## src/inc/isa_timing_pkg.sv

```systemverilog
// isa master cycle timing constants and types
package isa_timing_pkg;

    // all timing figures are whole T periods of the sequencing clock
    localparam int unsigned CNT_W = 6;
    localparam logic [5:0] T_ALE_WIDTH = 6'h01;
    localparam logic [5:0] T_ALE_TO_CMD = 6'h02;
    localparam logic [5:0] T_CMD_ACTIVE = 6'h09;
    localparam logic [5:0] T_CMD_TO_ALE = 6'h0A;
    localparam logic [5:0] T_CMD_TO_CMD = 6'h0C;
    localparam logic [5:0] T_NEG_TO_CMD = 6'h03;
    localparam logic [5:0] T_NEG_TO_ALE = 6'h01;
    localparam logic [5:0] T_IOW_ADDR_HOLD = 6'h13;
    localparam logic [5:0] T_LA_RDY_16 = 6'h08;
    localparam logic [5:0] T_LA_RDY_8 = 6'h0E;
    localparam logic [5:0] T_LA_DATA_16 = 6'h08;
    localparam logic [5:0] T_LA_DATA_8 = 6'h0E;
    localparam logic [5:0] T_ALE_RDY_16 = 6'h06;
    localparam logic [5:0] T_ALE_RDY_8 = 6'h0C;
    localparam logic [5:0] T_ALE_DATA_16 = 6'h04;
    localparam logic [5:0] T_ALE_DATA_8 = 6'h0A;
    // pin data reaches the read register one cycle behind the elapsed count
    localparam logic [5:0] T_SYNC_LAG = 6'h01;
    localparam logic [5:0] CNT_ONE = 6'h01;
    localparam logic [5:0] CNT_MAX = 6'h3F;

    typedef enum logic [1:0] {
        CLS_MEM = 2'b00,
        CLS_SMEM = 2'b01,
        CLS_IO = 2'b10
    } cmd_class_type;

    typedef enum logic [2:0] {
        ST_IDLE = 3'b000,
        ST_ALE = 3'b001,
        ST_SETUP = 3'b010,
        ST_CMD = 3'b011,
        ST_HOLD = 3'b100
    } bus_state_type;

endpackage

```

## src/hdl/isa_master_cycle.sv

```systemverilog
// isa bus master cycle sequencer with minimum T spacing
// Contract
// - 16-bit I/O write keeps SA valid 19 T after IOW asserted; requests with req_short_i set skip this hold.
// - at least 10 T from command assertion to next ALE.
// - same command class asserted at least 12 T apart.
// - at least 3 T from any command negation to next command.
// - at least 1 T from command negation to next ALE.
// - IOCHRDY wait from slave honoured; 8 T/14 T after LA.
// - read data not sampled before 8 T/14 T after LA valid.
// - IOCHRDY negation taken only from 6 T/12 T after ALE.
// - read data not sampled before 4 T/10 T after ALE.
// - ALE asserted at least 2 T before memory command.
// - memory command held at least 9 T before negation.
`timescale 1ns/10ps
`default_nettype none
module isa_master_cycle
    import isa_timing_pkg::*;
#(
    parameter int unsigned ADDR_W = 24,
    parameter int unsigned DATA_W = 16
) (
    // clocking
    input wire logic clk_i,
    input wire logic rst_i,
    input wire logic ce_i,
    // request
    input wire logic req_i,
    input wire logic [1:0] req_class_i,
    input wire logic req_write_i,
    input wire logic req_wide_i,
    input wire logic req_short_i,
    input wire logic [ADDR_W-1:0] req_addr_i,
    input wire logic [DATA_W-1:0] req_wdata_i,
    output logic req_ready_o,
    output logic done_o,
    output logic [DATA_W-1:0] rdata_o,
    // isa pins
    output logic ale_n_o,
    output logic memr_n_o,
    output logic memw_n_o,
    output logic smemr_n_o,
    output logic smemw_n_o,
    output logic ior_n_o,
    output logic iow_n_o,
    output logic [ADDR_W-1:0] addr_o,
    output logic addr_valid_o,
    output logic [DATA_W-1:0] data_o,
    output logic data_oe_o,
    input wire logic [DATA_W-1:0] data_i,
    input wire logic iochrdy_i
);

    // ------------------------------------------------------------
    // pin synchronisers
    // ------------------------------------------------------------
    logic rdy_s1_r, rdy_s2_r;
    logic [DATA_W-1:0] din_s1_r, din_s2_r;

    always_ff @(posedge clk_i) begin
        if (rst_i) begin
            rdy_s1_r <= 1'b1;
            rdy_s2_r <= 1'b1;
            din_s1_r <= '0;
            din_s2_r <= '0;
        end else if (ce_i) begin
            rdy_s1_r <= iochrdy_i;
            rdy_s2_r <= rdy_s1_r;
            din_s1_r <= data_i;
            din_s2_r <= din_s1_r;
        end
    end

    // ------------------------------------------------------------
    // helpers
    // ------------------------------------------------------------
    function automatic logic [CNT_W-1:0] pick(input logic wide, input logic [CNT_W-1:0] v16,
                                              input logic [CNT_W-1:0] v8);
        pick = wide ? v16 : v8;
    endfunction

    function automatic logic reached(input logic [CNT_W-1:0] cnt, input logic [CNT_W-1:0] lim);
        reached = (cnt >= lim);
    endfunction

    // ------------------------------------------------------------
    // elapsed-time counters
    // ------------------------------------------------------------
    logic [CNT_W-1:0] st_cnt;
    logic [CNT_W-1:0] neg_cnt;
    logic [CNT_W-1:0] cls_cnt [3];
    logic st_clr, neg_clr;
    logic [2:0] cls_clr;

    isa_sat_counter u_state_cnt (
        .clk_i(clk_i), .rst_i(rst_i), .ce_i(ce_i), .clear_i(st_clr), .count_o(st_cnt)
    );
    isa_sat_counter u_neg_cnt (
        .clk_i(clk_i), .rst_i(rst_i), .ce_i(ce_i), .clear_i(neg_clr), .count_o(neg_cnt)
    );
    for (genvar g = 0; g < 3; g++) begin : g_cls
        isa_sat_counter u_cls_cnt (
            .clk_i(clk_i), .rst_i(rst_i), .ce_i(ce_i), .clear_i(cls_clr[g]),
            .count_o(cls_cnt[g])
        );
    end

    // ------------------------------------------------------------
    // cycle state machine
    // ------------------------------------------------------------
    bus_state_type state_r, state_nxt;
    logic [1:0] cls_r, cls_nxt;
    logic write_r, write_nxt, wide_r, wide_nxt, short_r, short_nxt;
    logic [ADDR_W-1:0] addr_r, addr_nxt;
    logic [DATA_W-1:0] wdata_r, wdata_nxt, rdata_r, rdata_nxt;
    logic [CNT_W-1:0] since_ale_r, since_ale_nxt;
    logic [CNT_W-1:0] since_cmd_r, since_cmd_nxt;
    logic ale_n_r, ale_n_nxt, cmd_on_r, cmd_on_nxt, done_r, done_nxt;
    logic addr_valid_r, addr_valid_nxt, ready_r, ready_nxt;
    logic wait_ok, data_ok, end_ok, ale_ok, cmd_ok, hold_ok;

    always_comb begin
        state_nxt = state_r;
        cls_nxt = cls_r;
        write_nxt = write_r;
        wide_nxt = wide_r;
        short_nxt = short_r;
        addr_nxt = addr_r;
        wdata_nxt = wdata_r;
        rdata_nxt = rdata_r;
        ale_n_nxt = ale_n_r;
        cmd_on_nxt = cmd_on_r;
        addr_valid_nxt = addr_valid_r;
        done_nxt = 1'b0;
        st_clr = 1'b0;
        neg_clr = 1'b0;
        cls_clr = 3'b000;
        since_ale_nxt = (since_ale_r == CNT_MAX) ? since_ale_r : since_ale_r + CNT_ONE;
        since_cmd_nxt = (since_cmd_r == CNT_MAX) ? since_cmd_r : since_cmd_r + CNT_ONE;
        // wait states accepted only once slave window opens
        wait_ok = reached(since_ale_r, pick(wide_r, T_ALE_RDY_16, T_ALE_RDY_8))
                  && (cls_r == CLS_IO
                      || reached(since_ale_r, pick(wide_r, T_LA_RDY_16, T_LA_RDY_8)));
        // read data window opens; synchroniser delay pushes it one cycle later
        data_ok = reached(since_ale_r,
                          pick(wide_r, T_ALE_DATA_16, T_ALE_DATA_8) + T_SYNC_LAG)
                  && (cls_r == CLS_IO
                      || reached(since_ale_r,
                                 pick(wide_r, T_LA_DATA_16, T_LA_DATA_8) + T_SYNC_LAG));
        end_ok = reached(since_cmd_r, T_CMD_ACTIVE)
                 && data_ok && !(wait_ok && !rdy_s2_r);
        ale_ok = reached(neg_cnt, T_NEG_TO_ALE);
        cmd_ok = reached(neg_cnt, T_NEG_TO_CMD)
                 && reached(cls_cnt[cls_r], T_CMD_TO_CMD);
        hold_ok = reached(since_cmd_r, T_CMD_TO_ALE)
                  && !(cls_r == CLS_IO && write_r && wide_r && !short_r
                       && !reached(since_cmd_r, T_IOW_ADDR_HOLD));
        ready_nxt = (state_nxt == ST_IDLE);
        case (state_r)
            ST_IDLE: begin
                if (req_i && ale_ok) begin
                    cls_nxt = req_class_i;
                    write_nxt = req_write_i;
                    wide_nxt = req_wide_i;
                    short_nxt = req_short_i;
                    addr_nxt = req_addr_i;
                    wdata_nxt = req_wdata_i;
                    addr_valid_nxt = 1'b1;
                    ale_n_nxt = 1'b0;
                    since_ale_nxt = '0;
                    st_clr = 1'b1;
                    state_nxt = ST_ALE;
                end
            end
            ST_ALE: begin
                if (reached(st_cnt, T_ALE_WIDTH)) begin
                    ale_n_nxt = 1'b1;
                    state_nxt = ST_SETUP;
                end
            end
            ST_SETUP: begin
                if (reached(since_ale_r, T_ALE_TO_CMD) && cmd_ok) begin
                    cmd_on_nxt = 1'b1;
                    since_cmd_nxt = '0;
                    cls_clr[cls_r] = 1'b1;
                    state_nxt = ST_CMD;
                end
            end
            ST_CMD: begin
                if (end_ok) begin
                    cmd_on_nxt = 1'b0;
                    neg_clr = 1'b1;
                    if (!write_r) begin
                        rdata_nxt = din_s2_r;
                    end
                    state_nxt = ST_HOLD;
                end
            end
            ST_HOLD: begin
                if (hold_ok) begin
                    addr_valid_nxt = 1'b0;
                    done_nxt = 1'b1;
                    state_nxt = ST_IDLE;
                end
            end
            default: begin
                state_nxt = ST_IDLE;
            end
        endcase
        ready_nxt = (state_nxt == ST_IDLE);
    end

    always_ff @(posedge clk_i) begin
        if (rst_i) begin
            state_r <= ST_IDLE;
            cls_r <= CLS_MEM;
            write_r <= 1'b0;
            wide_r <= 1'b0;
            short_r <= 1'b0;
            addr_r <= '0;
            wdata_r <= '0;
            rdata_r <= '0;
            since_ale_r <= CNT_MAX;
            since_cmd_r <= CNT_MAX;
            ale_n_r <= 1'b1;
            cmd_on_r <= 1'b0;
            addr_valid_r <= 1'b0;
            done_r <= 1'b0;
            ready_r <= 1'b0;
        end else if (ce_i) begin
            state_r <= state_nxt;
            cls_r <= cls_nxt;
            write_r <= write_nxt;
            wide_r <= wide_nxt;
            short_r <= short_nxt;
            addr_r <= addr_nxt;
            wdata_r <= wdata_nxt;
            rdata_r <= rdata_nxt;
            since_ale_r <= since_ale_nxt;
            since_cmd_r <= since_cmd_nxt;
            ale_n_r <= ale_n_nxt;
            cmd_on_r <= cmd_on_nxt;
            addr_valid_r <= addr_valid_nxt;
            done_r <= done_nxt;
            ready_r <= ready_nxt;
        end
    end

    // ------------------------------------------------------------
    // strobe outputs, registered
    // ------------------------------------------------------------
    logic memr_n_r, memw_n_r, smemr_n_r, smemw_n_r, ior_n_r, iow_n_r, oe_r;

    always_ff @(posedge clk_i) begin
        if (rst_i) begin
            memr_n_r <= 1'b1;
            memw_n_r <= 1'b1;
            smemr_n_r <= 1'b1;
            smemw_n_r <= 1'b1;
            ior_n_r <= 1'b1;
            iow_n_r <= 1'b1;
            oe_r <= 1'b0;
        end else if (ce_i) begin
            memr_n_r <= !(cmd_on_nxt && cls_nxt == CLS_MEM && !write_nxt);
            memw_n_r <= !(cmd_on_nxt && cls_nxt == CLS_MEM && write_nxt);
            smemr_n_r <= !(cmd_on_nxt && cls_nxt == CLS_SMEM && !write_nxt);
            smemw_n_r <= !(cmd_on_nxt && cls_nxt == CLS_SMEM && write_nxt);
            ior_n_r <= !(cmd_on_nxt && cls_nxt == CLS_IO && !write_nxt);
            iow_n_r <= !(cmd_on_nxt && cls_nxt == CLS_IO && write_nxt);
            oe_r <= write_nxt && addr_valid_nxt && state_nxt != ST_ALE;
        end
    end

    assign memr_n_o = memr_n_r;
    assign memw_n_o = memw_n_r;
    assign smemr_n_o = smemr_n_r;
    assign smemw_n_o = smemw_n_r;
    assign ior_n_o = ior_n_r;
    assign iow_n_o = iow_n_r;
    assign data_oe_o = oe_r;
    assign data_o = wdata_r;
    assign ale_n_o = ale_n_r;
    assign addr_o = addr_r;
    assign addr_valid_o = addr_valid_r;
    assign rdata_o = rdata_r;
    assign done_o = done_r;
    assign req_ready_o = ready_r;

endmodule
`default_nettype wire

```

## src/hdl/isa_sat_counter.sv

```systemverilog
// saturating up counter used for elapsed-time tracking
`timescale 1ns/10ps
`default_nettype none
module isa_sat_counter
    import isa_timing_pkg::*;
#(
    parameter int unsigned WIDTH = CNT_W
) (
    // clocking
    input wire logic clk_i,
    input wire logic rst_i,
    input wire logic ce_i,
    // control
    input wire logic clear_i,
    output logic [WIDTH-1:0] count_o
);

    logic [WIDTH-1:0] count_r;
    logic [WIDTH-1:0] count_nxt;

    always_comb begin
        count_nxt = count_r;
        if (clear_i) begin
            count_nxt = '0;
        end else if (count_r != '1) begin
            count_nxt = count_r + 1'b1;
        end
    end

    always_ff @(posedge clk_i) begin
        if (rst_i) begin
            count_r <= '1;
        end else if (ce_i) begin
            count_r <= count_nxt;
        end
    end

    assign count_o = count_r;

endmodule
`default_nettype wire

```

## config.mk

```make
export PLATFORM = sky130hd
export DESIGN_NAME = isa_master_cycle
export DESIGN_NICKNAME = d
export VERILOG_FILES = /design/src/inc/isa_timing_pkg.sv /design/src/hdl/isa_master_cycle.sv /design/src/hdl/isa_sat_counter.sv
export SDC_FILE = /design/constraint.sdc
export NUM_CORES = 1
export LEC_CHECK = 0
export BUFFER_PORTS_ARGS = -buffer_cell sky130_fd_sc_hd__buf_4
export CAP_MARGIN = 20
export CELL_PAD_IN_SITES_DETAIL_PLACEMENT = 0
export CELL_PAD_IN_SITES_GLOBAL_PLACEMENT = 1
export CORE_UTILIZATION = 25
export CTS_CLUSTER_DIAMETER = 200
export DETAILED_ROUTE_END_ITERATION = 10
export MAX_ROUTING_LAYER = met4
export PLACE_DENSITY = 0.63
export RECOVER_POWER = 25
export REMOVE_ABC_BUFFERS = 1
export SYNTH_ARGS = -nofsm -noshare
export SYNTH_HDL_FRONTEND = slang
export SYNTH_SLANG_ARGS = --single-unit
```

## constraint.sdc

```tcl
create_clock -name clk_i -period 2.5 [get_ports clk_i]
set_clock_uncertainty 0.1 [all_clocks]
set_input_delay 0.5 -clock clk_i [delete_from_list [all_inputs] [get_ports clk_i]]
set_output_delay 0.5 -clock clk_i [all_outputs]
set_load 0.005 [all_outputs]
```

==> impl_metrics.ini, run 1 <==
[status]
status = finished with violations
violations = DRC, setup timing

[timing]
slew_headroom = 0.5484
rsz0062_at_grt = true
fmax_ghz = 0.3960
setup_slack_ps = -24.97
worst_pin_slew_ps = 675.8
setup_viol = 18
drv_slew = 0
hold_viol = 0
hold_ws_ps = 186.9
fin_crit_ps = 2525
min_period_over_period = 1.010

[floorplan]
die_w_um = 165.2
start_util = 0.2549
core_area_sq_um = 26130
ios = 133
rows = 59
die-height_um = 165.2
die_area_sq_um = 27300

[synthesis]
yosys.cell_types.count = 64
yosys.cell_count.top_type = dfxtp_1
synth-seq-area-share = 0.4569
synth_top_area_frac = 0.4569
yosys.area_share.simple = 0.2048
avgSynthCellArea_sq_um = 8.594
synthFlopType = dfxtp_1
yosys_warnings = 0
synth_fa_ha_area_frac = 0.03757
ys_top_cells_by_count = 152 x dfxtp_1, 136 x nand2_1, 81 x nor2_1, 68 x a21oi_1, 49 x mux2i_1
yosys_register_bits = 152
syn_area_sq_um = 6660
synth_cells = 775
yosys.area.top_type = dfxtp_1
synth_edf_count = 0
synthTopCellsByArea = dfxtp_1 46%, nand2_1 7.7%, mux2i_1 7.4%, a21oi_1 5.1%, nor2_1 4.6%
synth_xor_area_frac = 0.007890
synthMuxAreaShare = 0.07533
async_flop_share = 0
synth_compound_area_frac = 0.1777
synth_top_family_by_area = simple AND/OR/NAND/NOR gates

[route]
wire_per_inst_um = 13.83
wl_mm = 17.71
via_per_inst = 4.593
drc = 5
vias = 5884
firstDrtPassIters = 7
drt_iter0_markers = 301
ant_nets = 0

[layout]
syn2layout_area_growth_pct = 35.13
nNetsFinal = 1019
fin_area_sq_um = 9000
drive_above_1_share = 0.2674
diodes = 0
fin_util = 0.3444

[run]
cap_violations = 0

[clocking]
clkTransAtPathRegs_ps = 70
ctsHoldBuffers = 0
root_buffer = clkbuf_16
insertion_delay_ps = 420
cts_htree_levels = 4
clockBufferDepth = 2
cts_tree = yes
cts_made_buffers = 17
cts.sinks = 152

[worst_setup_path]
cp-start-kind = flip-flop
critPathKind = reg2reg
path_max_fanout = 13
crit_required_ps = 2700
r2r_start = wide_r
worstPathArrival_ps = 2730
worstSetupStartpoint = wide_r
critPathCaptureType = flip-flop

[worst_hold_path]
hp-start = iochrdy_i
min_path_type = in2reg

[placed_design]
numPortBuffers = 132
place_ws_ps = -176.6
gp_congestion = 0.7671
placed_area_sq_um = 8351
dpl.hpwl_mm = 12.34

[global_route]
track_usage = 0.1375
antenna_found_initial = 0
grt_pass1_vias = 5579
grt_pass1_wl_mm = 28.69
overflow = 0
grt_max_degree = 65

[pwr]
cellPowerDensity_nw_per_um2 = 831.2
power_w = 0.007480
power.leakage_nw = 3.819
irDropWorstVdd_mv = 0.4212
==> where the power goes <==
group / switching, W / leakage (nW) / internal [W]
Sequential: 0.000312 / 1.24 / 0.00273
Clock: 0.00112 / 0.271 / 0.00133
Combinational: 0.00102 / 2.30 / 0.000969
==> layer usage <==
| metal | share of wire | GRT usage |
|---|---|---|
| met4 | 0.013 | 0.03878 |
| met2 | 0.44 | 0.1987 |
| met1 | 0.51 | 0.1862 |
| met3 | 0.045 | 0.03696 |
| met5 | 0 | - |
==> through the flow <==
stage                     instances  TNS (ps)
final                          1281    -238.8
after detailed placement       1248     -2921
after global routing           1281     -2085
after floorplan                 727    -17120
after global placement         1248     -1726
after CTS                      1281    -196.3
==> path summary, 6_finish.rpt <==
check                end  slack, ps  depth (start not counted)
max          rdata_o[14]        -20                         10
min             rdy_s1_r        190                          2
max reg2reg  rdata_o[14]        -20                         10
min reg2reg   addr_o[19]        350                          2
==> state kept, by name (all words and copies together) (netlist names), 2 cells and up <==
name and flops:
u_neg_cnt.count_o 6, since_cmd_r 6, rdata_o 16, din_s2_r 16, cls_r 2, addr_o 24, g_cls.u_cls_cnt.count_o 18, u_state_cnt.count_o 6
since_ale_r 6, state_r 3, din_s1_r 16, data_o 16
==> final cells by class <==
type | count | area [sq um]
repair buffers | 187 | 1466
well taps | 335 | 419.2
clock buffers | 19 | 442.9
multi-input cells | 557 | 3445
flip-flops and latches | 152 | 3048
inverters | 18 | 67.56
fillers | 2835 | 17130
clock inverters | 13 | 111.4
==> logic make-up after synthesis <==
family / after synthesis
XOR/XNOR: 6
flip-flops: 152
adder cells (fa/ha/maj): 20
buffers and inverters: 66
AND/OR/NAND/NOR: 304
multiplexers: 50
AO/OA/AOI/OAI: 177
==> critical path: stages, from the launching register on <==
cell      delay (ps)
dfxtp_2          330
inv_2             40
ha_4             250
or4b_1           430
a211o_1          310
a311oi_4         330
buf_4            180
nor4_4            50
buf_12           170
mux2i_1          150
nor2_1            50
==> placed cells by master (no fill, tap or decap), types with 5 or more instances in the layout <==
cell type,count
buf_4,182
dfxtp_1,148
nand2_1,135
nor2_1,78
a21oi_1,68
mux2i_1,49
o21ai_0,26
nor3_1,23
ha_1,18
clkbuf_16,17
inv_1,15
nand3_1,14
a21o_1,12
a31oi_1,11
a221o_1,9
a311o_1,9
and3_1,8
o21bai_1,7
a211o_1,5
nor2b_1,5
clkinv_4,5
inv_6,5
buf_12,5
==> timing repair <==
| action | 4_1_cts | 5_1_grt |
|---|---|---|
| pin swaps | 4 | 4 |
| resized for setup | 10 | 13 |
| setup endpoints to repair | 35 | 41 |
| buffers inserted | 1 | 0 |
No activity file was read; power rests on OpenSTA's default activity.
==> run 2, diff against run 1 <==
ABC_AREA = 1   (was not set)
PLACE_DENSITY = 0.65   (was 0.63)
==> run 2 against run 1 <==
  * The run ends with DRC left
  * Hold slack better by 4.7 ps
  * Sequential share of layout area is 1.3 points higher
  * Critical path type unchanged
  * Synthesized cell count is 17% higher
  * First-iteration DRC count is 2.0% higher
==> impl_metrics.ini, run 2 <==
[layout]
syn2layout_area_growth_pct = 29.64
drive_above_1_share = 0.1851
final_cell_mix = 186 x nor2_1, 151 x dfxtp_1, 150 x nand2_1
final_cell_count_no_fill = 1383
fin_area_sq_um = 8663
nNetsFinal = 1122
largest_reg_flops = 24
diodes = 0
layout_commonest_cell = nor2_1
fin_util = 0.3315

[worst_hold_path]
min_path_type = in2reg
worst_hold_path.endpoint = addr_o[0]
hp-start = req_addr_i[0]
holdPathStages = 3

[clocking]
clkTransAtPathRegs_ps = 70
cts_made_buffers = 17
clockBufferDepth = 2
cts_htree_levels = 4
cts_tree = yes
insertion_delay_ps = 420
ctsHoldBuffers = 0
root_buffer = clkbuf_16
cts.sinks = 152

[worst_setup_path]
critPathCaptureType = flip-flop
path_max_fanout = 12
critPathKind = reg2reg
cp-start-kind = flip-flop
reg2reg_to = rdata_o[14]
r2r_start = since_ale_r[1]
rr_worst_depth = 13
crit_required_ps = 2750
worstPathArrival_ps = 2470
r2r_slack_ps = 270

[timing]
setup_viol = 0
min_period_over_period = 0.8904
worst_pin_slew_ps = 1059
fmax_ghz = 0.4492
fin_crit_ps = 2226
rsz0062_at_grt = false
slew_headroom = 0.2937
setup_slack_ps = 274.0
hold_viol = 0
drv_slew = 0

[synthesis]
yosys_register_bits = 152
async_flop_share = 0
synth_cells = 909
synth_edf_count = 0
yosys.cell_count.top_type = nor2_1
synth_top_area_frac = 0.4553
ys_top_cells_by_count = 186 x nor2_1, 152 x dfxtp_1, 150 x nand2_1, 102 x o21ai_0, 70 x nand3_1
avgSynthCellArea_sq_um = 7.352
yosys.area.top_type = dfxtp_1
yosys_warnings = 0
yosys.cell_types.count = 35
synth-seq-area-share = 0.4553
synthFlopType = dfxtp_1
synthTopCellsByArea = dfxtp_1 46%, nor2_1 10%, nand2_1 8.4%, o21ai_0 7.6%, nand3_1 5.2%
syn_area_sq_um = 6683

[route]
vias = 6219
ant_nets = 0
via_per_inst = 4.497
firstDrtPassIters = 7
drt_iter0_markers = 307
wire_per_inst_um = 13.18
drc = 4
wl_mm = 18.23

[pwr]
power_switching_w = 0.002339
power_w = 0.007244
irDropWorstVdd_mv = 0.3679
cellPowerDensity_nw_per_um2 = 836.2
combPwrFrac = 0.226
intPower_w = 0.004906
power_frac_clock = 0.361
power.leakage_nw = 4.034
netSwitchingFraction = 0.3228
seqPwrFrac = 0.413

[floorplan]
core_area_sq_um = 26130
rows = 59
ios = 133
die_w_um = 165.5
die_area_sq_um = 27390
die-height_um = 165.5
start_util = 0.2557

[placed_design]
gp_congestion = 0.8002
numPortBuffers = 132
dp.cells = 1347
placed_area_sq_um = 8064
dpl.hpwl_mm = 12.37
place_ws_ps = 211.5

[global_route]
grt_pass1_wl_mm = 29.54
grt_max_degree = 72
track_usage = 0.1407
overflow = 0
antenna_found_initial = 0
grt_pass1_vias = 5884

[status]
status = finished with violations
violations = DRC

[run]
cap_violations = 0
run 2: cell types whose count changed in the layout (fill, tap and decap cells not counted), moves of 13 or more:
| cell | delta |
|---|---|
| nor3_1 | -13 |
| buf_4 | -60 |
| inv_1 | +40 |
| nand3_1 | +56 |
| a21oi_1 | -31 |
| nor2_1 | +108 |
| nand2_1 | +15 |
| mux2i_1 | -49 |
| clkbuf_4 | +15 |
| o211ai_1 | +15 |
| nand4_1 | +13 |
| o21ai_0 | +76 |
run 2: cells by family after synthesis:
kind of cell / count (synthesis) / synth area share
XOR/XNOR: 21 / 0.02752
buffers and inverters: 102 / 0.06197
adder cells (fa/ha/maj): 20 / 0.03745
AND/OR/NAND/NOR: 451 / 0.2880
AO/OA/AOI/OAI: 163 / 0.1298
flip-flops: 152 / 0.4553
run 2: per-stage QoR:
step	setup TNS, ps	hold WS [ps]
finish	0	191.6
global route	0	178.0
CTS	0	168.5
detailed placement	0	346.0
global placement	0	345.5
floorplan	-570.4	329.2
run 2: routing by layer:
| layer | vias to the layer above | global-route usage | share of wire |
|---|---|---|---|
| met3 | 7 | 0.02947 | 0.044 |
| met1 | 2845 | 0.1813 | 0.49 |
| met2 | 125 | 0.2220 | 0.46 |
| li1 | 3242 | - | - |
| met5 | - | - | 0 |
| met4 | 0 | 0.03760 | 0.0058 |
run 2: cell type report:
| class | instances | area [sq um] |
|---|---|---|
| fillers | 2842 | 17470 |
| multi-input cells | 655 | 3226 |
| flip-flops and latches | 152 | 3044 |
| repair buffers | 150 | 1159 |
| clock buffers | 17 | 425.4 |
| well taps | 335 | 419.2 |
| inverters | 60 | 225.2 |
| clock inverters | 14 | 165.2 |
run 2: power groups by stage:
stage          logic (W)  registers (W)  clock network (W)
2_1_floorplan    0.00117        0.00298                  0
3_3_place_gp     0.00166        0.00304                  0
3_5_place_dp     0.00165        0.00304                  0
4_1_cts          0.00166        0.00299            0.00270
5_1_grt          0.00190        0.00304            0.00278
6_report         0.00164        0.00299            0.00262
run 2: repair_timing:
| action | CTS | global route |
|---|---|---|
| buffers inserted | 0 | 5 |
| endpoints found under the setup margin | 0 | 16 |
| gates resized for setup | 0 | 1 |
run 2: how the worst max path moves through the flow:
stage                        start  slack, ps  depth (start not counted)          end
floorplan                    rst_i        -90                          4   state_r[1]
global placement            wide_r        270                         13  rdata_o[14]
detailed placement          wide_r        210                         13   rdata_o[4]
CTS                         wide_r        180                         13   rdata_o[4]
global route        since_ale_r[1]          2                         13  rdata_o[13]
finish              since_ale_r[1]        270                         13  rdata_o[14]
run 2: worst max-delay path, stage by stage (launching register included):
cell,delay (ps)
dfxtp_1,390
inv_1,100
ha_1,320
nand2_1,60
nand2_1,90
nand3_1,70
nand2_1,60
nand2_1,60
nor2_2,150
nand3_4,160
nor2_8,220
buf_12,160
nand3_1,70
a21oi_1,160
